File: config.mk
export PLATFORM = sky130hd
export DESIGN_NAME = baud_timer_top
export DESIGN_NICKNAME = d
export VERILOG_FILES = /design/src/inc/baud_pkg.sv /design/src/hdl/baud_timer_top.sv
export SDC_FILE = /design/constraint.sdc
export NUM_CORES = 1
export LEC_CHECK = 0
export BUFFER_PORTS_ARGS = -buffer_cell sky130_fd_sc_hd__buf_4
export CAP_MARGIN = 20
export CORE_ASPECT_RATIO = 0.9
export CORE_UTILIZATION = 56
export DETAILED_ROUTE_END_ITERATION = 6
export PLACE_DENSITY = 0.82
export SYNTH_ARGS = -nofsm -noshare
export SYNTH_HDL_FRONTEND = slang
export SYNTH_SLANG_ARGS = --single-unit
File: constraint.sdc
create_clock -name CLK -period 3.76 [get_ports CLK]
set_clock_uncertainty 0.1 [all_clocks]
set_input_delay 0 -clock CLK [delete_from_list [all_inputs] [get_ports CLK]]
set_output_delay 0 -clock CLK [all_outputs]
set_load 0.005 [all_outputs]
File: src/inc/baud_pkg.sv
package baud_pkg;

  // ----------------------------------------------------------------
  // register offsets (byte addresses, one aligned word each)
  // ----------------------------------------------------------------
  localparam logic [7:0] TRANSMIT_CONTROL_OFS  = 8'h00;
  localparam logic [7:0] RECEIVE_CONTROL_OFS   = 8'h04;
  localparam logic [7:0] BAUD_CONTROL_OFS      = 8'h08;
  localparam logic [7:0] DIVISOR_LOW_OFS       = 8'h0C;
  localparam logic [7:0] DIVISOR_HIGH_OFS      = 8'h10;

  // ----------------------------------------------------------------
  // field positions
  // ----------------------------------------------------------------
  localparam int SYNC_MODE_BIT        = 4;  // transmit_control
  localparam int HIGH_SPEED_BIT       = 2;  // transmit_control
  localparam int SHIFT_EMPTY_BIT      = 1;  // transmit_control, read only
  localparam int RECEIVE_IDLE_BIT     = 6;  // baud_control, read only
  localparam int WIDE_DIVISOR_BIT     = 3;  // baud_control

  // ----------------------------------------------------------------
  // reset values and writable masks
  // ----------------------------------------------------------------
  localparam logic [7:0] TRANSMIT_CONTROL_RST  = 8'h02;
  localparam logic [7:0] RECEIVE_CONTROL_RST   = 8'h00;
  localparam logic [7:0] BAUD_CONTROL_RST      = 8'h40;
  localparam logic [7:0] DIVISOR_RST           = 8'h00;
  localparam logic [7:0] TRANSMIT_CONTROL_MASK = 8'hFD;
  localparam logic [7:0] RECEIVE_CONTROL_MASK  = 8'hF9;
  localparam logic [7:0] BAUD_CONTROL_MASK     = 8'h1B;

  // ----------------------------------------------------------------
  // divide factors applied to (n+1)
  // ----------------------------------------------------------------
  localparam logic [5:0] FACTOR_SLOW_NARROW    = 6'h3F;  // 64 - 1
  localparam logic [5:0] FACTOR_MID            = 6'h0F;  // 16 - 1
  localparam logic [5:0] FACTOR_FAST           = 6'h03;  // 4 - 1

  // mode bits that shape the timer period
  typedef struct packed {
    logic sync_mode;
    logic wide_divisor_select;
    logic high_speed_select;
  } rate_mode_type;

endpackage : baud_pkg

File: src/hdl/baud_timer_top.sv
// Chosen here: the address map and the APB interface to the registers.
`timescale 1ns/10ps

// Operation
// reset in 8-bit mode, 16-bit when wide set
// free running, period from high:low divisor
// async factor uses speed and width; sync ignores speed
// divisor write clears timer at once
// async narrow slow: divide by 64(n+1)
// async wide slow: divide by 16(n+1)
// sync: divide by 4(n+1)
// async fast: 16 narrow, 4 wide
// software checks receive idle before clock change
// receive idle flag reads receiver idle state
// mode bit one means synchronous operation
module baud_timer_top #(
  parameter int DIV_WIDTH = 16
) (
  // clock and reset
  input  wire logic        CLK,
  input  wire logic        RST,
  // apb slave
  input  wire logic        PSEL,
  input  wire logic        PENABLE,
  input  wire logic        PWRITE,
  input  wire logic [7:0]  PADDR,
  input  wire logic [31:0] PWDATA,
  output logic             PREADY,
  output logic [31:0]      PRDATA,
  output logic             PSLVERR,
  // status from shift logic
  input  wire logic        RECEIVE_IDLE,
  input  wire logic        SHIFT_EMPTY,
  // to shift logic
  output logic             BAUD_TICK,
  output logic             SYNC_MODE
);

  // ----------------------------------------------------------------
  // registers
  // ----------------------------------------------------------------
  logic [7:0]           transmit_control;
  logic [7:0]           receive_control;
  logic [7:0]           baud_control;
  logic [7:0]           divisor_low;
  logic [7:0]           divisor_high;
  logic                 receive_idle_flag;
  logic                 shift_empty;
  logic [5:0]           prescale;
  logic [DIV_WIDTH-1:0] baud_timer;

  logic                 access;
  logic                 wr_en;
  logic                 divisor_write;
  logic                 prescale_done;
  logic [5:0]           factor_last;
  logic [DIV_WIDTH-1:0] divisor;
  baud_pkg::rate_mode_type mode;

  // address decode, shared by read and write paths
  function automatic logic addr_hit(input logic [7:0] addr);
    addr_hit = (addr == baud_pkg::TRANSMIT_CONTROL_OFS) ||
               (addr == baud_pkg::RECEIVE_CONTROL_OFS)  ||
               (addr == baud_pkg::BAUD_CONTROL_OFS)     ||
               (addr == baud_pkg::DIVISOR_LOW_OFS)      ||
               (addr == baud_pkg::DIVISOR_HIGH_OFS);
  endfunction : addr_hit

  // divide factor minus one for the selected mode
  function automatic logic [5:0] factor_of(input baud_pkg::rate_mode_type m);
    if (m.sync_mode) begin
      factor_of = baud_pkg::FACTOR_FAST;
    end else if (!m.wide_divisor_select) begin
      factor_of = m.high_speed_select ? baud_pkg::FACTOR_MID
                                      : baud_pkg::FACTOR_SLOW_NARROW;
    end else begin
      factor_of = m.high_speed_select ? baud_pkg::FACTOR_FAST
                                      : baud_pkg::FACTOR_MID;
    end
  endfunction : factor_of

  // ----------------------------------------------------------------
  // bus decode
  // ----------------------------------------------------------------
  // write lands on the single access cycle in which pready is high
  assign access        = PSEL && PENABLE && PREADY;
  assign wr_en         = access && PWRITE && addr_hit(PADDR);
  assign divisor_write = wr_en && ((PADDR == baud_pkg::DIVISOR_LOW_OFS) ||
                                   (PADDR == baud_pkg::DIVISOR_HIGH_OFS));

  // ----------------------------------------------------------------
  // rate selection
  // ----------------------------------------------------------------
  // mode bits act at once; only a divisor write restarts the count
  assign mode.sync_mode           = transmit_control[baud_pkg::SYNC_MODE_BIT];
  assign mode.wide_divisor_select = baud_control[baud_pkg::WIDE_DIVISOR_BIT];
  assign mode.high_speed_select   = transmit_control[baud_pkg::HIGH_SPEED_BIT];
  assign factor_last = factor_of(mode);

  // narrow mode leaves the high byte out of the divisor; a write to it still restarts the count
  assign divisor = mode.wide_divisor_select
                 ? DIV_WIDTH'({divisor_high, divisor_low})
                 : DIV_WIDTH'(divisor_low);

  // ----------------------------------------------------------------
  // apb answer: one wait-free access cycle after setup
  // ----------------------------------------------------------------
  // ready is registered so the answer comes from flops; costs no cycle
  // unmapped offsets answer with an error, read as zero and ignore writes
  always_ff @(posedge CLK or posedge RST) begin
    if (RST) begin
      PREADY  <= 1'b0;
      PSLVERR <= 1'b0;
      PRDATA  <= 32'h0000_0000;
    end else begin
      PREADY  <= PSEL && !PENABLE;
      PSLVERR <= PSEL && !PENABLE && !addr_hit(PADDR);
      PRDATA  <= 32'h0000_0000;
      if (PSEL && !PENABLE && !PWRITE) begin
        unique case (PADDR)
          baud_pkg::TRANSMIT_CONTROL_OFS: PRDATA <= {24'h000000, transmit_control[7:2],
                                                     shift_empty, transmit_control[0]};
          baud_pkg::RECEIVE_CONTROL_OFS:  PRDATA <= {24'h000000, receive_control};
          baud_pkg::BAUD_CONTROL_OFS:     PRDATA <= {24'h000000, baud_control[7],
                                                     receive_idle_flag, baud_control[5:0]};
          baud_pkg::DIVISOR_LOW_OFS:      PRDATA <= {24'h000000, divisor_low};
          baud_pkg::DIVISOR_HIGH_OFS:     PRDATA <= {24'h000000, divisor_high};
          default:                        PRDATA <= 32'h0000_0000;
        endcase
      end
    end
  end

  // ----------------------------------------------------------------
  // control registers
  // ----------------------------------------------------------------
  // read-only bits are masked so software cannot overwrite them
  always_ff @(posedge CLK or posedge RST) begin
    if (RST) begin
      transmit_control <= baud_pkg::TRANSMIT_CONTROL_RST;
      receive_control  <= baud_pkg::RECEIVE_CONTROL_RST;
      baud_control     <= baud_pkg::BAUD_CONTROL_RST;
    end else if (wr_en) begin
      if (PADDR == baud_pkg::TRANSMIT_CONTROL_OFS) begin
        transmit_control <= PWDATA[7:0] & baud_pkg::TRANSMIT_CONTROL_MASK;
      end
      if (PADDR == baud_pkg::RECEIVE_CONTROL_OFS) begin
        receive_control <= PWDATA[7:0] & baud_pkg::RECEIVE_CONTROL_MASK;
      end
      if (PADDR == baud_pkg::BAUD_CONTROL_OFS) begin
        baud_control <= PWDATA[7:0] & baud_pkg::BAUD_CONTROL_MASK;
      end
    end
  end

  // divisor pair
  always_ff @(posedge CLK or posedge RST) begin
    if (RST) begin
      divisor_low  <= baud_pkg::DIVISOR_RST;
      divisor_high <= baud_pkg::DIVISOR_RST;
    end else if (wr_en) begin
      if (PADDR == baud_pkg::DIVISOR_LOW_OFS) begin
        divisor_low <= PWDATA[7:0];
      end
      if (PADDR == baud_pkg::DIVISOR_HIGH_OFS) begin
        divisor_high <= PWDATA[7:0];
      end
    end
  end

  // status sampled from the shift logic
  // limitation: software sees the idle flag two clocks after the receiver
  always_ff @(posedge CLK or posedge RST) begin
    if (RST) begin
      receive_idle_flag <= 1'b1;
      shift_empty       <= 1'b1;
    end else begin
      receive_idle_flag <= RECEIVE_IDLE;
      shift_empty       <= SHIFT_EMPTY;
    end
  end

  // ----------------------------------------------------------------
  // baud timer: prescaler times (n+1) counter
  // ----------------------------------------------------------------
  // prescaler gives a one-cycle enable that paces the (n+1) counter, so
  // the whole block stays on the single system clock
  // >= guards a factor shrinking mid-count from wrapping the long way
  assign prescale_done = (prescale >= factor_last);

  always_ff @(posedge CLK or posedge RST) begin
    if (RST) begin
      prescale <= 6'h00;
    end else if (divisor_write || prescale_done) begin
      prescale <= 6'h00;
    end else begin
      prescale <= prescale + 6'h01;
    end
  end

  // counter restarts on a divisor write so the new rate starts at once
  always_ff @(posedge CLK or posedge RST) begin
    if (RST) begin
      baud_timer <= '0;
    end else if (divisor_write) begin
      baud_timer <= '0;
    end else if (prescale_done) begin
      baud_timer <= (baud_timer >= divisor) ? '0 : baud_timer + 1'b1;
    end
  end

  // one-cycle tick every factor*(n+1) clocks
  always_ff @(posedge CLK or posedge RST) begin
    if (RST) begin
      BAUD_TICK <= 1'b0;
      SYNC_MODE <= 1'b0;
    end else begin
      BAUD_TICK <= !divisor_write && prescale_done && (baud_timer >= divisor);
      SYNC_MODE <= mode.sync_mode;
    end
  end

endmodule : baud_timer_top

# [After elaboration in Yosys (flattened, before gate mapping)]
# Cells that the tools add are included.
[word_totals] ff_bits=94 word_cells=60 input_bits=47 output_inout_bits=36
[op_classes] mux=11 reduce_logical=27 order_cmp=2 n_addsub=2 n_eq_ne=4
[op_table] op="2-to-1 mux 16 bit" count=4
[op_table] op="one-hot mux 8 bit (5 select lines)" count=1
[op_table] op="2-to-1 mux 6 bit" count=4
[op_table] op="adder 16 x 1 -> 16 bit (second input constant)" count=1
[op_table] op="equality test 8 x 4 -> 1 bit (second input constant)" count=2
[op_table] op="greater-or-equal comparator 16 bit" count=1
[op_table] op="logical AND 1 bit" count=10
[op_table] op="AND reduction 2 bit" count=5
[op_table] op="equality test 8 x 3 -> 1 bit (second input constant)" count=1
[op_table] op="equality test 8 x 5 -> 1 bit (second input constant)" count=1
[op_table] op="zero test 8 bit" count=1
[op_table] op="2-to-1 mux 8 bit" count=1
[op_table] op="adder 6 x 1 -> 6 bit (second input constant)" count=1
[op_table] op="greater-or-equal comparator 6 bit" count=1
[op_table] op="logical OR 1 bit" count=6
[op_table] op="zero test 1 bit" count=4
[op_table] op="2-to-1 mux 4 bit" count=1
[op_table] op="nonzero test 2 bit" count=1

# [Logic depth before layout (Yosys ltp)]
[logic_depth] depth_word=10 ltp_mapped=10 ltp_nobuf=8

# [Least setup slack after synthesis]
# Ideal clock, no wire load.
[synth_timing] path_kind="flip-flop to flip-flop" from="register baud_control[3]" to="register baud_timer[11]" slack_ns=1.184 setup_time_ns=0.126 t_arrival_ns=2.350 required_ns=3.534 synth_period_minus_slack_ns=2.576 stages_incl_launch_ff=10 path_buffers=2 cell_sequence="dfrtp_1 > clkbuf_1 > nand2_1 > ha_1 > nand4_1 > nor3_1 > nor4b_1 > nor4b_4 > buf_6 > a221o_1"
[synth_via] elab_chain_len=5 elab_cells_between_ends=9 cone_classes="2 x order compare; 6 x mux; 1 x reduce/logical"
[synth_lines] item="from (decl)" line_no="baud_timer_top.sv:44" text="logic [7:0] baud_control;"
[synth_lines] item="from (signal assigned)" line_no="baud_timer_top.sv:142" text="baud_control <= baud_pkg::BAUD_CONTROL_RST;"
[synth_lines] item="from (signal assigned)" line_no="baud_timer_top.sv:151" text="baud_control <= PWDATA[7:0] & baud_pkg::BAUD_CONTROL_MASK;"
[synth_lines] item="2-to-1 mux 16 bit" line_no="baud_timer_top.sv:102" text="? DIV_WIDTH'({divisor_high, divisor_low})"
[synth_lines] item="greater-or-equal comparator 16 bit" line_no="baud_timer_top.sv:208" text="baud_timer <= (baud_timer >= divisor) ? '0 : baud_timer + 1'b1;"
[synth_lines] item="2-to-1 mux 16 bit" line_no="baud_timer_top.sv:208"
[synth_lines] item="2-to-1 mux 16 bit" line_no="baud_timer_top.sv:207" text="end else if (prescale_done) begin"
[synth_lines] item="2-to-1 mux 16 bit" line_no="baud_timer_top.sv:205" text="end else if (divisor_write) begin"
[synth_lines] item="to (signal assigned)" line_no="baud_timer_top.sv:208"
[synth_lines] item="to (decl)" line_no="baud_timer_top.sv:50" text="logic [DIV_WIDTH-1:0] baud_timer;"
# Several ways; a longest one is shown, not always the timed one. The select of a mux whose other input is x is not followed.
# A chain may end at the register's enable or synchronous reset.

# [Worst setup path in the final report]
[layout_timing] from="input port PADDR[7]" to="register divisor_high[5]"
[layout_via] elab_chain_len=7 elab_cells_between_ends=11 cone_classes="4 x eq/ne; 7 x reduce/logical"
[layout_lines] item="from (decl)" line_no="baud_timer_top.sv:26" text="input wire logic [7:0] PADDR,"
[layout_lines] item="equality test 8 x 3 -> 1 bit / zero test 8 bit (equally long branches)" line_no="baud_timer_top.sv:63, baud_timer_top.sv:62"
[layout_lines] item="logical OR 1 bit" line_no="baud_timer_top.sv:62" text="addr_hit = (addr == baud_pkg::TRANSMIT_CONTROL_OFS) ||"
[layout_lines] item="logical OR 1 bit" line_no="baud_timer_top.sv:63" text="(addr == baud_pkg::RECEIVE_CONTROL_OFS) ||"
[layout_lines] item="logical OR 1 bit" line_no="baud_timer_top.sv:64" text="(addr == baud_pkg::BAUD_CONTROL_OFS) ||"
[layout_lines] item="logical OR 1 bit" line_no="baud_timer_top.sv:65" text="(addr == baud_pkg::DIVISOR_LOW_OFS) ||"
[layout_lines] item="logical AND 1 bit" line_no="baud_timer_top.sv:87" text="assign wr_en = access && PWRITE && addr_hit(PADDR);"
[layout_lines] item="AND reduction 2 bit (no source line) (*)"
[layout_lines] item="to (signal assigned)" line_no="baud_timer_top.sv:160" text="divisor_high <= baud_pkg::DIVISOR_RST;"
[layout_lines] item="to (signal assigned)" line_no="baud_timer_top.sv:166" text="divisor_high <= PWDATA[7:0];"
[layout_lines] item="to (decl)" line_no="baud_timer_top.sv:46" text="logic [7:0] divisor_high;"
# Mark *: on every way between the ends. The rest lies on a longest branch, timed or not.

==> qor.txt <==
Worst path top cell family by delay - simple AND/OR/NAND/NOR gates
Vias - 2,786
Worst slack, placed - 825 ps
Most used routing layer - met2
Asr flop ratio synth - 1.00
Clk Latency, worst-skew pair - 350 ps
Vias in the first global route - 2,719
Unique cell type count in the Yosys netlist - 48
Mapped Avg Cell Area - 11.2 µm²
Chip Height - 80.2 µm
# clock sinks - 69
Hold Buf Count CTS - 17
Critical Path Most Common Cell - dlygate4sd3_1
Pwr dens - 368 mW/mm²
Worst path slowest cell - dlygate4sd3_1
Final Util - 0.670
Mapped cell area - 0.00381 mm²
IO buf count - 34
Least-Margin Pin Slew - 763 ps
Final-stage net count - 464
Layout cells sized above 1 - 0.260
Critical path class - in2reg
CP max stage delay - 570 ps
Max_slew headroom - 0.490
Post-route ant nets - 0
CTS buffer count - 9
Met1 Usage GRT - 0.330
Remaining DRCs - 0
Grt met2 use - 0.422
Die area - 0.00713 mm²
Placed insts - 457
Leak - 2.22 nW
Cts repair resizes - 0
Post-synth EDFFs - 0
CTS clk-pin slew, worst paths - 70 ps
Largest net degree at the start of global routing - 38
DP Area - 0.00405 mm²
Hold Slack - 120 ps
Setup tns final - 0 ps
CP Cell Sequence - dlygate4sd3_1 > buf_4 > or4_4 > dlygate4sd3_1 > nor2_1 > and3_1 > and2b_1 > mux2_2
RePlAce Congestion - 0.847
# Post-CTS Setup Buffers - 0
Commonest non-fill, non-tap cell in the layout - dfrtp_1
CORE AREA - 0.00659 mm²
Fmax - 328 MHz
Routed WL - 8160 µm
CP required - 3890 ps
Buf/Inv on CP - 3
DP HPWL - 5700 µm
Initial antenna violation count - 0
Synth warn - 0
Critical path peak fanout - 8
Sequential fraction of the synthesis area - 0.454
Primary FF master, synth - dfrtp_1
Final setup violation count - 0
Crit path arrival time - 3180 ps
Crit end category - flop
MaxCap Viol Count - 0
Synthesis-to-finish area growth - 16.0%
Met3 usage - 0.0678
Cell area after layout - 0.00442 mm²
FP Rows - 28
Clock buffer depth - 2
Minimum clock period - 3050 ps
Total Power - 1.62 mW
First-pass GRT wire length - 13,400 µm
Routed len/inst - 16.6 µm
Yosys reg bits - 69
Routed vias/inst - 5.69
H-tree levels - 3
Hold crit path type - in2reg
RSZ-0062 raised after global routing - false
Initial DRC count - 154
Final worst setup slack - 708 ps
Crit share post-route - 0.812
TritonRoute pass-1 iters - 4
CTS tree - done
GR Overflow Total - 0
Max VDD drop - 0.208 mV
Chip Width - 88.9 µm
Final Hold Fails - 0
Gr usage total - 0.257
Startpoint types - input pin
Fin cells - 490
Status - finished clean
CTS root buffer - clkbuf_8
Initial core utilization - 0.578
Slew Limit Fails - 0
Post-Syn Instances - 341
Most frequent cells in the layout - dfrtp_1, mux2_2, buf_4, nor2_1, conb_1
Antenna cells - 0
Top Ports - 83
==> synth_stat cells (all sizes together), types with 4 or more instances <==
master,instances,area (µm²)
buf,31,223
dfrtp,67,1680
mux4,4,90.1
nand2,21,81.3
nand3,12,65.1
xor2,6,52.6
a21o,7,52.6
ha,22,275
o21ai,5,25.0
inv,14,52.6
mux2,36,405
nor2,33,131
a21oi,11,55.1
a22oi,5,37.5
and3,10,62.6
or3,4,30.0
a22o,8,70.1
a221o,5,50.1
==> logic make-up (layout without fill, tap and decap cells) <==
group / after synthesis / after routing / synth area share
xor gates and xnor gates: 9 / 9 / 0.0207
DFF: 69 / 69 / 0.454
adders and majority gates: 22 / 22 / 0.0723
AOI/OAI and AO/OA: 51 / 51 / 0.102
and+or+nand+nor: 99 / 99 / 0.138
buffers and inverters: 47 / 83 / 0.0743
muxes: 43 / 43 / 0.138
other: 1 / 24 / 0.000985
==> flip-flops by register name, indices dropped and copies added, names as in the netlist <==
signal             cells
BAUD_TICK              1
PRDATA                 8
PREADY                 1
PSLVERR                1
SYNC_MODE              1
baud_control           4
baud_timer            16
divisor_high           8
divisor_low            8
prescale               6
receive_control        6
receive_idle_flag      1
shift_empty            1
transmit_control       7
==> worst paths after layout <==
kind / end / slack, ps / start / depth (start not counted)
hold reg to reg: prescale[0] / 370 / prescale[0] / 1
max in group asynchronous: receive_idle_flag / 2360 / RST / 4
min in group asynchronous: transmit_control[4] / 250 / RST / 3
setup reg to reg: baud_timer[13] / 740 / baud_control[3] / 9
hold / removal: PSLVERR / 120 / PADDR[3] / 3
setup / recovery: divisor_high[5] / 710 / PADDR[7] / 8
==> worst reg2reg max path: cells and delay by family (launching register included) <==
kind,cells,cell delay (ps)
simple gates,6,1400
buf+inv,1,240
compound gates,1,260
fa+ha+maj,1,310
flops,1,600
==> area by class of cell <==
class,count,area (µm²)
multi-input combinational,248,1880
fill,516,2170
timing repair buffer,53,440
inverter,14,52.6
clock inverter,6,62.6
tap,90,113
clock buffer,10,138
sequential,69,1730
==> per-layer routing <==
| metal | vias to the layer above | wire length, µm |
|---|---|---|
| li1 | 1281 | - |
| met1 | 1398 | 3520 |
| met2 | 97 | 4080 |
| met3 | 10 | 457 |
| met4 | 0 | 99 |
| met5 | - | 0 |
==> report_power, final <==
part           internal, mW  switching, mW
clock network         0.323          0.284
registers             0.778         0.0332
logic                0.0950          0.109
Note: power is estimated with default switching activity, not from simulation.
